`src/common/power_detect_pkg.sv`:
```
// Purpose: constants, register map and field layout of the crossing IIR and RMS power detector
// Assumes: one aligned 32-bit APB word per register, byte address = register index * 4
// Notes:   data fields sit in the low bits except the live status in bits 5:2, upper bits read as zero
// ---------------------------------------------------------------------------
// Operation
// - each IIR threshold is a 16-bit signed 2.14 value, 4000h meaning all crossings and 0800h one eighth
// - each IIR path's filtered crossing result is checked against its own high and low threshold
// - a per-path format bit picks a 1-bit (0) or 2-bit (1) comparator output
// - a filter output above its path's high threshold sets that path's peak flag
// - a peak flag clears only after the filter output stays below the low threshold for the whole hold time
// - the hold time is a 16-bit count in two bytes, counted in sample clock / 8 cycles
// - one enable bit turns the RMS power detector off (0) or on (1)
// - a 5-bit field sets the RMS block length to 2^M sample clock / 8 cycles, M from 0 to 16
// - an input select bit feeds the filter the high comparators alone or a -1/0/+1 three-level value
// - the RMS average power is checked against a 16-bit high and a 16-bit low threshold
// ---------------------------------------------------------------------------
package power_detect_pkg;

  // -------------------------------------------------------------------------
  // register indices
  // -------------------------------------------------------------------------
  localparam logic [7:0] IDX_FILT_SEL   = 8'h0D;
  localparam logic [7:0] IDX_P0_HI_LO   = 8'h0F;
  localparam logic [7:0] IDX_P0_HI_HI   = 8'h10;
  localparam logic [7:0] IDX_P0_LO_LO   = 8'h11;
  localparam logic [7:0] IDX_P0_LO_HI   = 8'h12;
  localparam logic [7:0] IDX_P0_FORMAT  = 8'h13;
  localparam logic [7:0] IDX_P1_HI_LO   = 8'h16;
  localparam logic [7:0] IDX_P1_HI_HI   = 8'h17;
  localparam logic [7:0] IDX_P1_LO_LO   = 8'h18;
  localparam logic [7:0] IDX_P1_LO_HI   = 8'h19;
  localparam logic [7:0] IDX_P1_FORMAT  = 8'h1A;
  localparam logic [7:0] IDX_HOLD_LO    = 8'h1D;
  localparam logic [7:0] IDX_HOLD_HI    = 8'h1E;
  localparam logic [7:0] IDX_RMS_EN     = 8'h20;
  localparam logic [7:0] IDX_RMS_LEN    = 8'h21;
  localparam logic [7:0] IDX_PWR_HI_LO  = 8'h22;
  localparam logic [7:0] IDX_PWR_HI_HI  = 8'h23;
  localparam logic [7:0] IDX_PWR_LO_LO  = 8'h24;
  localparam logic [7:0] IDX_PWR_LO_HI  = 8'h25;
  localparam logic [7:0] IDX_IRQ_STAT   = 8'h40;
  localparam logic [7:0] IDX_IRQ_MASK   = 8'h41;
  localparam logic [7:0] IDX_LIVE       = 8'h42;

  // -------------------------------------------------------------------------
  // fields and values
  // -------------------------------------------------------------------------
  localparam logic [7:0]  CFG_RESET     = 8'h00;
  localparam logic [15:0] THR_RESET     = 16'h0000;
  localparam logic [15:0] FRAC_ONE      = 16'h4000;
  localparam logic [15:0] FRAC_MINUS1   = 16'hC000;
  localparam logic [15:0] FRAC_EIGHTH   = 16'h0800;
  localparam int          LEN_FIELD_W   = 5;
  localparam logic [4:0]  LEN_EXP_MAX   = 5'h10;
  localparam int          PWR_SHIFT     = 14;
  localparam int          IRQ_W         = 4;
  localparam int          IRQ_P0_SET    = 0;
  localparam int          IRQ_P1_SET    = 1;
  localparam int          IRQ_PWR_HI    = 2;
  localparam int          IRQ_PWR_LO    = 3;
  localparam int          IIR_SHIFT0    = 4;
  localparam int          IIR_SHIFT1    = 6;

endpackage : power_detect_pkg

```
`src/rtl/crossing_iir_rms_power_detect.sv`:
```
// Purpose: two crossing IIR comparator paths and an RMS power detector behind an APB slave
// Assumes: tick is a one-cycle pulse per sample clock / 8 cycle, all inputs synchronous to pclk
// Notes:   zero wait state APB, unmapped or unaligned addresses answer with pslverr
`timescale 1ns/1ps
module crossing_iir_rms_power_detect
  import power_detect_pkg::*;
#(
  parameter int ADDR_W = 12
)
(
  input  wire logic               pclk,
  input  wire logic               presetn,
  input  wire logic               psel,
  input  wire logic               penable,
  input  wire logic               pwrite,
  input  wire logic [ADDR_W-1:0]  paddr,
  input  wire logic [31:0]        pwdata,
  output logic [31:0]             prdata,
  output logic                    pready,
  output logic                    pslverr,
  input  wire logic               tick,
  input  wire logic [1:0]         blk_high_hit,
  input  wire logic [1:0]         blk_low_hit,
  input  wire logic signed [15:0] rms_sample,
  output logic [1:0]              path0_flag_out,
  output logic [1:0]              path1_flag_out,
  output logic                    power_high_q,
  output logic                    power_low_q,
  output logic                    irq
);

  // -------------------------------------------------------------------------
  // functions
  // -------------------------------------------------------------------------
  function automatic logic [8:0] decode_idx(input logic [ADDR_W-1:0] a);
    logic [7:0] idx;
    logic       ok;
    idx = a[9:2];
    ok  = (a[1:0] == 2'b00) && (a[ADDR_W-1:10] == '0);
    unique case (idx)
      IDX_FILT_SEL, IDX_P0_HI_LO, IDX_P0_HI_HI, IDX_P0_LO_LO, IDX_P0_LO_HI,
      IDX_P0_FORMAT, IDX_P1_HI_LO, IDX_P1_HI_HI, IDX_P1_LO_LO, IDX_P1_LO_HI,
      IDX_P1_FORMAT, IDX_HOLD_LO, IDX_HOLD_HI, IDX_RMS_EN, IDX_RMS_LEN,
      IDX_PWR_HI_LO, IDX_PWR_HI_HI, IDX_PWR_LO_LO, IDX_PWR_LO_HI,
      IDX_IRQ_STAT, IDX_IRQ_MASK, IDX_LIVE: decode_idx = {ok, idx};
      default:                              decode_idx = {1'b0, idx};
    endcase
  endfunction : decode_idx

  function automatic logic signed [15:0] iir_step(input logic signed [15:0] y,
                                                  input logic signed [15:0] x,
                                                  input int               k);
    logic signed [16:0] diff;
    logic signed [16:0] sum;
    diff     = 17'(x) - 17'(y);
    sum      = 17'(y) + (diff >>> k);
    iir_step = sum[15:0];
  endfunction : iir_step

  // -------------------------------------------------------------------------
  // apb decode
  // -------------------------------------------------------------------------
  logic [8:0] dec;
  logic       hit;
  logic [7:0] idx;
  logic       wr_en;

  assign dec     = decode_idx(paddr);
  assign hit     = dec[8];
  assign idx     = dec[7:0];
  assign pready  = 1'b1;
  assign pslverr = psel && penable && !hit;
  assign wr_en   = psel && penable && pwrite && hit;

  // -------------------------------------------------------------------------
  // configuration registers
  // -------------------------------------------------------------------------
  logic        filter_input_select_q;
  logic [15:0] path0_upper_limit_q;
  logic [15:0] path0_lower_limit_q;
  logic [15:0] path1_upper_limit_q;
  logic [15:0] path1_lower_limit_q;
  logic        path0_wide_flag_sel_q;
  logic        path1_wide_flag_sel_q;
  logic [15:0] filter_flag_hold_count_q;
  logic        power_meter_on_q;
  logic [4:0]  power_avg_length_exp_q;
  logic [15:0] power_upper_limit_q;
  logic [15:0] power_lower_limit_q;
  logic [IRQ_W-1:0] irq_mask_q;

  always_ff @(posedge pclk or negedge presetn)
  begin
    if (!presetn)
    begin
      filter_input_select_q    <= 1'b0;
      path0_upper_limit_q      <= THR_RESET;
      path0_lower_limit_q      <= THR_RESET;
      path1_upper_limit_q      <= THR_RESET;
      path1_lower_limit_q      <= THR_RESET;
      path0_wide_flag_sel_q    <= 1'b0;
      path1_wide_flag_sel_q    <= 1'b0;
      filter_flag_hold_count_q <= THR_RESET;
      power_meter_on_q         <= 1'b0;
      power_avg_length_exp_q   <= 5'h00;
      power_upper_limit_q      <= THR_RESET;
      power_lower_limit_q      <= THR_RESET;
      irq_mask_q               <= '0;
    end
    else if (wr_en)
    begin
      unique case (idx)
        IDX_FILT_SEL:  filter_input_select_q           <= pwdata[0];
        IDX_P0_HI_LO:  path0_upper_limit_q[7:0]        <= pwdata[7:0];
        IDX_P0_HI_HI:  path0_upper_limit_q[15:8]       <= pwdata[7:0];
        IDX_P0_LO_LO:  path0_lower_limit_q[7:0]        <= pwdata[7:0];
        IDX_P0_LO_HI:  path0_lower_limit_q[15:8]       <= pwdata[7:0];
        IDX_P0_FORMAT: path0_wide_flag_sel_q           <= pwdata[0];
        IDX_P1_HI_LO:  path1_upper_limit_q[7:0]        <= pwdata[7:0];
        IDX_P1_HI_HI:  path1_upper_limit_q[15:8]       <= pwdata[7:0];
        IDX_P1_LO_LO:  path1_lower_limit_q[7:0]        <= pwdata[7:0];
        IDX_P1_LO_HI:  path1_lower_limit_q[15:8]       <= pwdata[7:0];
        IDX_P1_FORMAT: path1_wide_flag_sel_q           <= pwdata[0];
        IDX_HOLD_LO:   filter_flag_hold_count_q[7:0]   <= pwdata[7:0];
        IDX_HOLD_HI:   filter_flag_hold_count_q[15:8]  <= pwdata[7:0];
        IDX_RMS_EN:    power_meter_on_q                <= pwdata[0];
        IDX_RMS_LEN:   power_avg_length_exp_q          <= pwdata[4:0];
        IDX_PWR_HI_LO: power_upper_limit_q[7:0]        <= pwdata[7:0];
        IDX_PWR_HI_HI: power_upper_limit_q[15:8]       <= pwdata[7:0];
        IDX_PWR_LO_LO: power_lower_limit_q[7:0]        <= pwdata[7:0];
        IDX_PWR_LO_HI: power_lower_limit_q[15:8]       <= pwdata[7:0];
        IDX_IRQ_MASK:  irq_mask_q                      <= pwdata[IRQ_W-1:0];
        default:       ;
      endcase
    end
  end

  // -------------------------------------------------------------------------
  // iir filters
  // -------------------------------------------------------------------------
  logic signed [15:0] filt_q [2];
  logic signed [15:0] filt_in [2];

  always_comb
  begin
    for (int p = 0; p < 2; p++)
    begin
      if (filter_input_select_q)
      begin
        if (blk_high_hit[p])
          filt_in[p] = FRAC_ONE;
        else if (!blk_low_hit[p])
          filt_in[p] = FRAC_MINUS1;
        else
          filt_in[p] = THR_RESET;
      end
      else
        filt_in[p] = blk_high_hit[p] ? FRAC_ONE : THR_RESET;
    end
  end

  always_ff @(posedge pclk or negedge presetn)
  begin
    if (!presetn)
    begin
      filt_q[0] <= THR_RESET;
      filt_q[1] <= THR_RESET;
    end
    else if (tick)
    begin
      filt_q[0] <= iir_step(filt_q[0], filt_in[0], IIR_SHIFT0);
      filt_q[1] <= iir_step(filt_q[1], filt_in[1], IIR_SHIFT1);
    end
  end

  // -------------------------------------------------------------------------
  // path comparators
  // -------------------------------------------------------------------------
  logic path0_peak;
  logic path1_peak;

  path_compare u_path0 (
    .pclk          (pclk),
    .presetn       (presetn),
    .tick          (tick),
    .filt          (filt_q[0]),
    .upper_limit   (path0_upper_limit_q),
    .lower_limit   (path0_lower_limit_q),
    .hold_count    (filter_flag_hold_count_q),
    .wide_flag_sel (path0_wide_flag_sel_q),
    .peak_flag_q   (path0_peak),
    .flag_out_q    (path0_flag_out)
  );

  path_compare u_path1 (
    .pclk          (pclk),
    .presetn       (presetn),
    .tick          (tick),
    .filt          (filt_q[1]),
    .upper_limit   (path1_upper_limit_q),
    .lower_limit   (path1_lower_limit_q),
    .hold_count    (filter_flag_hold_count_q),
    .wide_flag_sel (path1_wide_flag_sel_q),
    .peak_flag_q   (path1_peak),
    .flag_out_q    (path1_flag_out)
  );

  // -------------------------------------------------------------------------
  // rms power detector
  // -------------------------------------------------------------------------
  logic [4:0]  len_exp;
  logic [16:0] blk_last;
  logic [31:0] sq;
  logic [15:0] pwr;
  logic [32:0] acc_q;
  logic [32:0] acc_sum;
  logic [16:0] blk_cnt_q;
  logic [15:0] avg_q;
  logic        avg_valid_q;
  logic        block_end;

  assign len_exp   = (power_avg_length_exp_q > LEN_EXP_MAX) ? LEN_EXP_MAX : power_avg_length_exp_q;
  assign blk_last  = 17'((33'd1 << len_exp) - 33'd1);
  assign sq        = 32'(rms_sample * rms_sample);
  assign pwr       = (sq[31:PWR_SHIFT] > 18'h0FFFF) ? 16'hFFFF : sq[PWR_SHIFT+15:PWR_SHIFT];
  assign acc_sum   = acc_q + {17'h00000, pwr};
  assign block_end = tick && (blk_cnt_q == blk_last);

  always_ff @(posedge pclk or negedge presetn)
  begin
    if (!presetn)
    begin
      acc_q     <= '0;
      blk_cnt_q <= '0;
    end
    else if (!power_meter_on_q)
    begin
      acc_q     <= '0;
      blk_cnt_q <= '0;
    end
    else if (block_end)
    begin
      acc_q     <= '0;
      blk_cnt_q <= '0;
    end
    else if (tick)
    begin
      acc_q     <= acc_sum;
      blk_cnt_q <= blk_cnt_q + 17'h00001;
    end
  end

  always_ff @(posedge pclk or negedge presetn)
  begin
    if (!presetn)
    begin
      avg_q       <= 16'h0000;
      avg_valid_q <= 1'b0;
    end
    else if (!power_meter_on_q)
    begin
      avg_q       <= 16'h0000;
      avg_valid_q <= 1'b0;
    end
    else if (block_end)
    begin
      avg_q       <= 16'(acc_sum >> len_exp);
      avg_valid_q <= 1'b1;
    end
  end

  always_ff @(posedge pclk or negedge presetn)
  begin
    if (!presetn)
    begin
      power_high_q <= 1'b0;
      power_low_q  <= 1'b0;
    end
    else
    begin
      power_high_q <= power_meter_on_q && avg_valid_q && (avg_q > power_upper_limit_q);
      power_low_q  <= power_meter_on_q && avg_valid_q && (avg_q < power_lower_limit_q);
    end
  end

  // -------------------------------------------------------------------------
  // interrupts
  // -------------------------------------------------------------------------
  logic [IRQ_W-1:0] irq_stat_q;
  logic [IRQ_W-1:0] events;
  logic             p0_peak_d1_q;
  logic             p1_peak_d1_q;
  logic             pwr_hi_d1_q;
  logic             pwr_lo_d1_q;

  always_ff @(posedge pclk or negedge presetn)
  begin
    if (!presetn)
    begin
      p0_peak_d1_q <= 1'b0;
      p1_peak_d1_q <= 1'b0;
      pwr_hi_d1_q  <= 1'b0;
      pwr_lo_d1_q  <= 1'b0;
    end
    else
    begin
      p0_peak_d1_q <= path0_peak;
      p1_peak_d1_q <= path1_peak;
      pwr_hi_d1_q  <= power_high_q;
      pwr_lo_d1_q  <= power_low_q;
    end
  end

  always_comb
  begin
    events             = '0;
    events[IRQ_P0_SET] = path0_peak && !p0_peak_d1_q;
    events[IRQ_P1_SET] = path1_peak && !p1_peak_d1_q;
    events[IRQ_PWR_HI] = power_high_q && !pwr_hi_d1_q;
    events[IRQ_PWR_LO] = power_low_q && !pwr_lo_d1_q;
  end

  always_ff @(posedge pclk or negedge presetn)
  begin
    if (!presetn)
      irq_stat_q <= '0;
    else if (wr_en && idx == IDX_IRQ_STAT)
      irq_stat_q <= (irq_stat_q & ~pwdata[IRQ_W-1:0]) | events;
    else
      irq_stat_q <= irq_stat_q | events;
  end

  assign irq = |(irq_stat_q & irq_mask_q);

  // -------------------------------------------------------------------------
  // read data
  // -------------------------------------------------------------------------
  always_ff @(posedge pclk or negedge presetn)
  begin
    if (!presetn)
      prdata <= 32'h00000000;
    else if (psel && !penable && !pwrite)
    begin
      prdata <= 32'h00000000;
      if (hit)
      begin
        unique case (idx)
          IDX_FILT_SEL:  prdata[0]       <= filter_input_select_q;
          IDX_P0_HI_LO:  prdata[7:0]     <= path0_upper_limit_q[7:0];
          IDX_P0_HI_HI:  prdata[7:0]     <= path0_upper_limit_q[15:8];
          IDX_P0_LO_LO:  prdata[7:0]     <= path0_lower_limit_q[7:0];
          IDX_P0_LO_HI:  prdata[7:0]     <= path0_lower_limit_q[15:8];
          IDX_P0_FORMAT: prdata[0]       <= path0_wide_flag_sel_q;
          IDX_P1_HI_LO:  prdata[7:0]     <= path1_upper_limit_q[7:0];
          IDX_P1_HI_HI:  prdata[7:0]     <= path1_upper_limit_q[15:8];
          IDX_P1_LO_LO:  prdata[7:0]     <= path1_lower_limit_q[7:0];
          IDX_P1_LO_HI:  prdata[7:0]     <= path1_lower_limit_q[15:8];
          IDX_P1_FORMAT: prdata[0]       <= path1_wide_flag_sel_q;
          IDX_HOLD_LO:   prdata[7:0]     <= filter_flag_hold_count_q[7:0];
          IDX_HOLD_HI:   prdata[7:0]     <= filter_flag_hold_count_q[15:8];
          IDX_RMS_EN:    prdata[0]       <= power_meter_on_q;
          IDX_RMS_LEN:   prdata[4:0]     <= power_avg_length_exp_q;
          IDX_PWR_HI_LO: prdata[7:0]     <= power_upper_limit_q[7:0];
          IDX_PWR_HI_HI: prdata[7:0]     <= power_upper_limit_q[15:8];
          IDX_PWR_LO_LO: prdata[7:0]     <= power_lower_limit_q[7:0];
          IDX_PWR_LO_HI: prdata[7:0]     <= power_lower_limit_q[15:8];
          IDX_IRQ_STAT:  prdata[3:0]     <= irq_stat_q;
          IDX_IRQ_MASK:  prdata[3:0]     <= irq_mask_q;
          IDX_LIVE:      prdata[5:0]     <= {power_low_q, power_high_q, path1_peak, path0_peak, 2'b00};
          default:       ;
        endcase
      end
    end
  end

  // -------------------------------------------------------------------------
  // checks
  // -------------------------------------------------------------------------
  rms_off_quiet_a : assert property (@(posedge pclk) disable iff (!presetn)
    !power_meter_on_q ##1 !power_meter_on_q |=> !power_high_q && !power_low_q)
    else $error("power flags active while detector off");

  block_len_a : assert property (@(posedge pclk) disable iff (!presetn)
    power_meter_on_q && tick |-> blk_cnt_q <= blk_last)
    else $error("rms block counter ran past block length");

  hold_cfg_a : assert property (@(posedge pclk) disable iff (!presetn)
    wr_en && idx == IDX_HOLD_HI |=> filter_flag_hold_count_q[15:8] == $past(pwdata[7:0]))
    else $error("hold count high byte not stored");

  stat_sticky_a : assert property (@(posedge pclk) disable iff (!presetn)
    irq_stat_q[IRQ_P0_SET] && !(wr_en && idx == IDX_IRQ_STAT) |=> irq_stat_q[IRQ_P0_SET])
    else $error("status bit lost without clear");

  three_level_a : assert property (@(posedge pclk) disable iff (!presetn)
    !filter_input_select_q |-> filt_in[0] != FRAC_MINUS1)
    else $error("negative filter input with high-only select");

endmodule : crossing_iir_rms_power_detect

```
`src/rtl/path_compare.sv`:
```
// Purpose: one IIR path comparator with peak flag and hold-time release
// Assumes: tick marks one sample clock / 8 cycle, filt is valid on tick
// Notes:   output is registered
`timescale 1ns/1ps
module path_compare
  import power_detect_pkg::*;
(
  input  wire logic               pclk,
  input  wire logic               presetn,
  input  wire logic               tick,
  input  wire logic signed [15:0] filt,
  input  wire logic signed [15:0] upper_limit,
  input  wire logic signed [15:0] lower_limit,
  input  wire logic [15:0]        hold_count,
  input  wire logic               wide_flag_sel,
  output logic                    peak_flag_q,
  output logic [1:0]              flag_out_q
);

  // -------------------------------------------------------------------------
  // comparisons
  // -------------------------------------------------------------------------
  logic        above_hi;
  logic        above_lo;
  logic [15:0] hold_q;

  assign above_hi = filt > upper_limit;
  assign above_lo = filt >= lower_limit;

  // -------------------------------------------------------------------------
  // hold counter and peak flag
  // -------------------------------------------------------------------------
  always_ff @(posedge pclk or negedge presetn)
  begin
    if (!presetn)
      hold_q <= 16'h0000;
    else if (tick)
    begin
      if (above_lo || !peak_flag_q)
        hold_q <= 16'h0000;
      else if (hold_q != 16'hFFFF)
        hold_q <= hold_q + 16'h0001;
    end
  end

  always_ff @(posedge pclk or negedge presetn)
  begin
    if (!presetn)
      peak_flag_q <= 1'b0;
    else if (tick)
    begin
      if (above_hi)
        peak_flag_q <= 1'b1;
      else if (!above_lo && hold_q >= hold_count)
        peak_flag_q <= 1'b0;
    end
  end

  always_ff @(posedge pclk or negedge presetn)
  begin
    if (!presetn)
      flag_out_q <= 2'b00;
    else if (wide_flag_sel)
      flag_out_q <= {peak_flag_q, above_lo};
    else
      flag_out_q <= {1'b0, peak_flag_q};
  end

  // -------------------------------------------------------------------------
  // checks
  // -------------------------------------------------------------------------
  peak_set_a : assert property (@(posedge pclk) disable iff (!presetn)
    tick && above_hi |=> peak_flag_q)
    else $error("peak flag not set after high crossing");

  hold_keep_a : assert property (@(posedge pclk) disable iff (!presetn)
    tick && peak_flag_q && above_lo |=> peak_flag_q && hold_q == 16'h0000)
    else $error("peak flag released while above low threshold");

  narrow_fmt_a : assert property (@(posedge pclk) disable iff (!presetn)
    !wide_flag_sel |=> flag_out_q == {1'b0, $past(peak_flag_q)})
    else $error("narrow format output wrong");

endmodule : path_compare

```
`config.mk`:
```
export PLATFORM = sky130hd
export DESIGN_NAME = crossing_iir_rms_power_detect
export DESIGN_NICKNAME = d
export VERILOG_FILES = /design/src/common/power_detect_pkg.sv /design/src/rtl/crossing_iir_rms_power_detect.sv /design/src/rtl/path_compare.sv
export SDC_FILE = /design/constraint.sdc
export NUM_CORES = 1
export LEC_CHECK = 0
export BUFFER_PORTS_ARGS = -buffer_cell sky130_fd_sc_hd__buf_2
export CAP_MARGIN = 20
export CORE_MARGIN = 3
export CORE_UTILIZATION = 60
export DETAILED_ROUTE_END_ITERATION = 12
export PLACE_DENSITY_LB_ADDON = 0.25
export SLEW_MARGIN = 30
export SYNTH_ARGS = -nofsm -noshare
export SYNTH_HDL_FRONTEND = slang
export SYNTH_SLANG_ARGS = --single-unit
```
`constraint.sdc`:
```
create_clock -name pclk -period 9.2 [get_ports pclk]
set_input_delay 0.46 -clock pclk [delete_from_list [all_inputs] [get_ports pclk]]
set_output_delay 0.46 -clock pclk [all_outputs]
set_load 0.02 [all_outputs]
```
Word-level counts from Yosys, hierarchy flattened

Cells that the tools add are included.
W data, S select, Z words.

Register bits after elaboration: 280

Add/sub/neg operators: 9
Reduce and logical (&&, ||, !) cells: 63
Eq/ne operators: 49
Muxes and demuxes: 38
$mul: 1
Bitwise gates (word level): 5
Shift operators: 2
$lt $le $gt $ge: 10

Operator list:

| cell                    | number |
|---|---|
| $mux W16                | 13 |
| $eq A8 B5 Y1 const B    | 22 |
| $mux W33                | 3 |
| $eq A8 B6 Y1 const B    | 12 |
| $ge A16 B16 Y1          | 4 |
| $pmux W3 S18            | 1 |
| $mux W17                | 3 |
| $eq A8 B7 Y1 const B    | 6 |
| $gt A16 B16 Y1          | 3 |
| $reduce_and A2 Y1       | 24 |
| $sub A16 B16 Y17        | 2 |
| $add A33 B16 Y33        | 1 |
| $shr A33 B5 Y16         | 1 |
| $add A16 B1 Y16 const B | 2 |
| $eq A8 B4 Y1 const B    | 4 |
| $mul A16 B16 Y32        | 1 |
| $ne A16 B16 Y1 const B  | 2 |
| $mux W15                | 2 |
| $pmux W2 S14            | 1 |
| $reduce_or A22 Y1       | 1 |
| $pmux W1 S21            | 1 |
| $gt A18 B16 Y1 const B  | 1 |
| $logic_and A1 B1 Y1     | 18 |
| $add A17 B1 Y17 const B | 1 |
| 25 further kinds        | 48 |

Logic depth before layout (Yosys ltp)

Depth in word-level cells: 8
Depth in mapped cells: 40

Modules after synthesis

From an unflattened synthesis, not the netlist that was laid out.

Cells, all modules: 3407
Area, all modules: 30201.5 sq um

Modules (own cells, without submodules):

| module                        | sequential area each (sq um) | area each (sq um) | instances | cells each |
|---|---|---|---|---|
| crossing_iir_rms_power_detect | 6030.8                       | 25707.2           | 1         | 2851 |
| path_compare                  | 475.5                        | 2247.2            | 2         | 278 |

Least setup slack after synthesis

Ideal clock, no wire load.

Kind: input-to-reg
Start: input port rms_sample[5]
End: register avg_q[12]
Path slack: -482 ps
Stages: 36
Path buffers: 4
Library setup time: 121 ps
Data arrival time: 9561 ps
Data required time: 9079 ps
Cell sequence: clkbuf_1 clkbuf_1 nand2_1 fa_1 inv_1 fa_1 fa_1 fa_1 fa_1 inv_1 fa_1 inv_1 ha_1 nor2b_1 o21ai_0 nand2b_1 a21oi_1 o21ai_0 o21bai_1 o22a_1 mux2i_1 clkbuf_1 nand2_1 ha_1 fa_1 a211oi_1 o21ai_1 a32oi_1 clkbuf_1 a21oi_1 xnor2_1 mux2_2 mux2i_1 o221ai_1 o21ai_0 a22o_1

Cells in the longest elaborated chain, start to end: 7

Ends and longest elaborated chain:

| element              | line                                 | source |
|---|---|---|
| start, declared      | crossing_iir_rms_power_detect.sv:24  | `input wire logic signed [15:0] rms_sample,` |
| $mul A16 B16 Y32 (*) | crossing_iir_rms_power_detect.sv:224 | `assign sq = 32'(rms_sample * rms_sample);` |
| $gt A18 B16 Y1       | crossing_iir_rms_power_detect.sv:225 | `assign pwr = (sq[31:PWR_SHIFT] > 18'h0FFFF) ? 16'hFFFF : sq[PWR_SHIFT+15:PWR_SHIFT];` |
| $mux W16 (*)         | crossing_iir_rms_power_detect.sv:225 |  |
| $add A33 B16 Y33 (*) | crossing_iir_rms_power_detect.sv:226 | `assign acc_sum = acc_q + {17'h00000, pwr};` |
| $shr A33 B5 Y16 (*)  | crossing_iir_rms_power_detect.sv:267 | `avg_q <= 16'(acc_sum >> len_exp);` |
| $mux W16 (*)         | crossing_iir_rms_power_detect.sv:265 | `else if (block_end)` |
| $mux W16 (*)         | crossing_iir_rms_power_detect.sv:260 | `else if (!power_meter_on_q)` |
| end signal, assigned | crossing_iir_rms_power_detect.sv:267 |  |
| end, declared        | crossing_iir_rms_power_detect.sv:218 | `logic [15:0] avg_q;` |

Mark *: on every way between the ends. The rest lies on a longest branch, timed or not. The select of a mux whose other input is x is not followed.
A chain may end at the register's enable or synchronous reset.

Worst setup path after layout

Start: input port rms_sample[3]
End: register avg_q[14]

The elaborated chain is that of the path after synthesis.

==> flow_summary.yaml <==
worst_setup_path:
  start_kind: "input pin"
  crit_buf_inv: 11
  cp_top_family: "adder cells"
  cp.arrival_ps: 9320
  cp_slowest_cell: "fa_1"
  critical_path_depth: 40
  max_stage_delay_ps: 540
  reg2reg_depth: 13
  cp.required_ps: 9690
  worst-path-max-fanout: 12
  crit_path_end_kind: "flop"
  crit_type: "in2reg"
  crit_top_cell: "fa_1"
grt:
  grt_use_total: 0.316
  grt_pass1_wl_um: 131000
  grt_max_degree: 131
  global_route.overflow_total: 0
  grt_antenna_before_repair: 1
  grt_pass1_vias: 25200
synthesis:
  ys_seq_area_frac: 0.237
  ys_async_sr_fraction: 1.00
  ys.flop_type: "dfrtp_1"
  ys_warn_count: 0
  avgSynthCellArea_um2: 9.12
  synth_edf_count: 0
  synth.distinct_cells: 95
  ys_seq_elements: 279
  syn-cell-area_um2: 29500
  netlist_instances: 3231
clock_tree:
  cts-buffers-inserted: 34
  cts.sinks: 279
  htreeDepth: 2
  clockBufferDepth: 3
  cts_root_buf: "clkbuf_16"
  cts_tree: "yes"
  clock_latency_ps: 560
  path_clk_slew_ps: 60
cells_and_area:
  n_antenna_cell: 0
  fin_util: 0.689
  layout.cells.non_filler: 4120
  multi_input_area_um2: 20200
  final.fill_count: 3759
  drive_gt1_frac: 0.163
  synthToLayoutAreaGrowth_pct: 12.5
  seq_area_um2: 6980
  final_common_cell: "inv_1"
  mostFrequentLayoutCells: "inv_1 (482), dfrtp_1 (279), ha_1 (271)"
  nNetsFinal: 4018
route:
  routedWlPerCell_um: 19.6
  postRouteAntennaNets: 0
  vias: 24800
  post-route-drc-count: 0
  wl_um: 80600
  drtPass1Iterations: 7
  initialDrtViolationCount: 2226
  post_drt_via_cell_ratio: 6.01
die:
  core_area_um2: 48100
  die_h_um: 228
  rows: 80
  fp.dieW_um: 228
  io_pins: 111
  dieArea_um2: 51800
  start_util: 0.612
placed_design:
  place_congestion: 1.00
  port_buffers: 61
  dp_cells: 4056
  dp_hpwl_um: 62400
sta:
  hold_slack_ps: 325
  finalHoldViolCount: 0
  maxSlewHeadroom: 0.352
  finalMaxSlewViolations: 0
  layout_min_cycle_time_ps: 8830
  worst_pin_slew_ps: 972
  period_share: 0.960
  setup_tns_ps: 0
  max_freq_ghz: 0.113
  fin_skew_ps: 24.9
  rsz0062_at_grt: "yes"
  finalSetupViolations: 0
run:
  drv_cap: 0
run_status:
  status: "finished clean"
min_path:
  hp-class: "in2reg"
  holdPathStages: 4
[synth_stat cells, types with 9 or more instances]
| cell | n | area share |
|---|---|---|
| a211oi_1 | 24 | 0.0061 |
| a21o_1 | 58 | 0.015 |
| a21oi_1 | 122 | 0.021 |
| a221oi_1 | 15 | 0.0045 |
| a222oi_1 | 13 | 0.0044 |
| a22o_1 | 17 | 0.0051 |
| a22oi_1 | 27 | 0.0069 |
| a31oi_1 | 20 | 0.0042 |
| and2_1 | 49 | 0.010 |
| and3_1 | 26 | 0.0055 |
| buf_2 | 18 | 0.0031 |
| buf_4 | 30 | 0.0076 |
| clkbuf_1 | 95 | 0.012 |
| dfrtp_1 | 279 | 0.24 |
| fa_1 | 237 | 0.16 |
| ha_1 | 272 | 0.12 |
| inv_1 | 483 | 0.062 |
| mux2_2 | 130 | 0.050 |
| mux2i_1 | 37 | 0.013 |
| nand2_1 | 256 | 0.033 |
| nand2b_1 | 44 | 0.0093 |
| nand3_1 | 87 | 0.015 |
| nand4_1 | 45 | 0.0096 |
| nor2_1 | 191 | 0.024 |
| nor2b_1 | 28 | 0.0059 |
| nor3_1 | 54 | 0.0092 |
| nor4_1 | 13 | 0.0028 |
| o211ai_1 | 17 | 0.0043 |
| o21a_1 | 25 | 0.0064 |
| o21ai_0 | 133 | 0.023 |
| o22ai_1 | 9 | 0.0019 |
| o31ai_1 | 24 | 0.0061 |
| or3_1 | 12 | 0.0025 |
| or4_1 | 9 | 0.0023 |
| xnor2_1 | 84 | 0.025 |
| xor2_1 | 69 | 0.021 |
[kinds of logic after synthesis]
group | synth area share
simple gates | 0.147
buf+inv | 0.0864
compound gates | 0.138
fa+ha+maj | 0.276
flops | 0.237
mux | 0.0694
xor+xnor | 0.0455
other cells | 0.000255
[registers in the layout (all words and copies together) (netlist names), 16 cells and up]
| signal | count |
|---|---|
| u_path0.hold_q | 16 |
| avg_q | 16 |
| filter_flag_hold_count_q | 16 |
| filt_q | 32 |
| path1_lower_limit_q | 16 |
| power_upper_limit_q | 16 |
| acc_q | 32 |
| path0_upper_limit_q | 16 |
| path0_lower_limit_q | 16 |
| path1_upper_limit_q | 16 |
| u_path1.hold_q | 16 |
| blk_cnt_q | 17 |
| power_lower_limit_q | 16 |
[final cells by class]
type / count / area share
multi-input combinational: 2337 / 0.609
sequential: 279 / 0.211
timing repair buffer: 301 / 0.0662
inverter: 486 / 0.0551
clock buffer: 49 / 0.0301
tap: 656 / 0.0248
clock inverter: 12 / 0.00430
[worst paths after layout]
kind	startpoint	endpoint	slack, ps
setup / recovery	rms_sample[3]	avg_q[14]	370
hold / removal	paddr[10]	prdata[5]	320
setup reg to reg	filt_q[1]	filt_q[15]	4270
hold reg to reg	p0_peak_d1_q	irq_stat_q[0]	420
max in group asynchronous	presetn	filt_q[25]	7290
min in group asynchronous	presetn	u_path1.hold_q[7]	400
[per-stage QoR]
step / setup slack [ps] / area [um2]
after global routing: -12.9 / 33100
after floorplan: 70.3 / 29600
after CTS: 45.8 / 33000
after global placement: -378 / 31800
after detailed placement: -478 / 31800
final: 367 / 33100
[per-layer routing]
metal  GRT usage  share of wire  vias to the layer above
met3      0.0541          0.066                      164
met2       0.515           0.47                      834
met1       0.442           0.44                    12400
met5           0              0                        -
li1            -              -                    11400
met4      0.0824          0.025                        0
[timing repair]
action,4_1_cts,5_1_grt
endpoints found under the setup margin,0,16
resized for setup,0,32
buffers inserted,0,1
hold endpoints to repair,0,54
hold buffers,0,1
[worst reg2reg max path, delay by kind of cell, from the launching register on]
kind / cells / cell delay [ps]
XOR/XNOR: 1 / 160
buffers and inverters: 1 / 230
multiplexers: 2 / 510
AND/OR/NAND/NOR: 4 / 1620
adder cells (fa/ha/maj): 1 / 300
AO/OA/AOI/OAI: 4 / 1570
flip-flops: 1 / 480
Power is left out: the tool's default activity adds up to more than one toggle a clock period on the data nets, which glitch-free logic cannot reach.
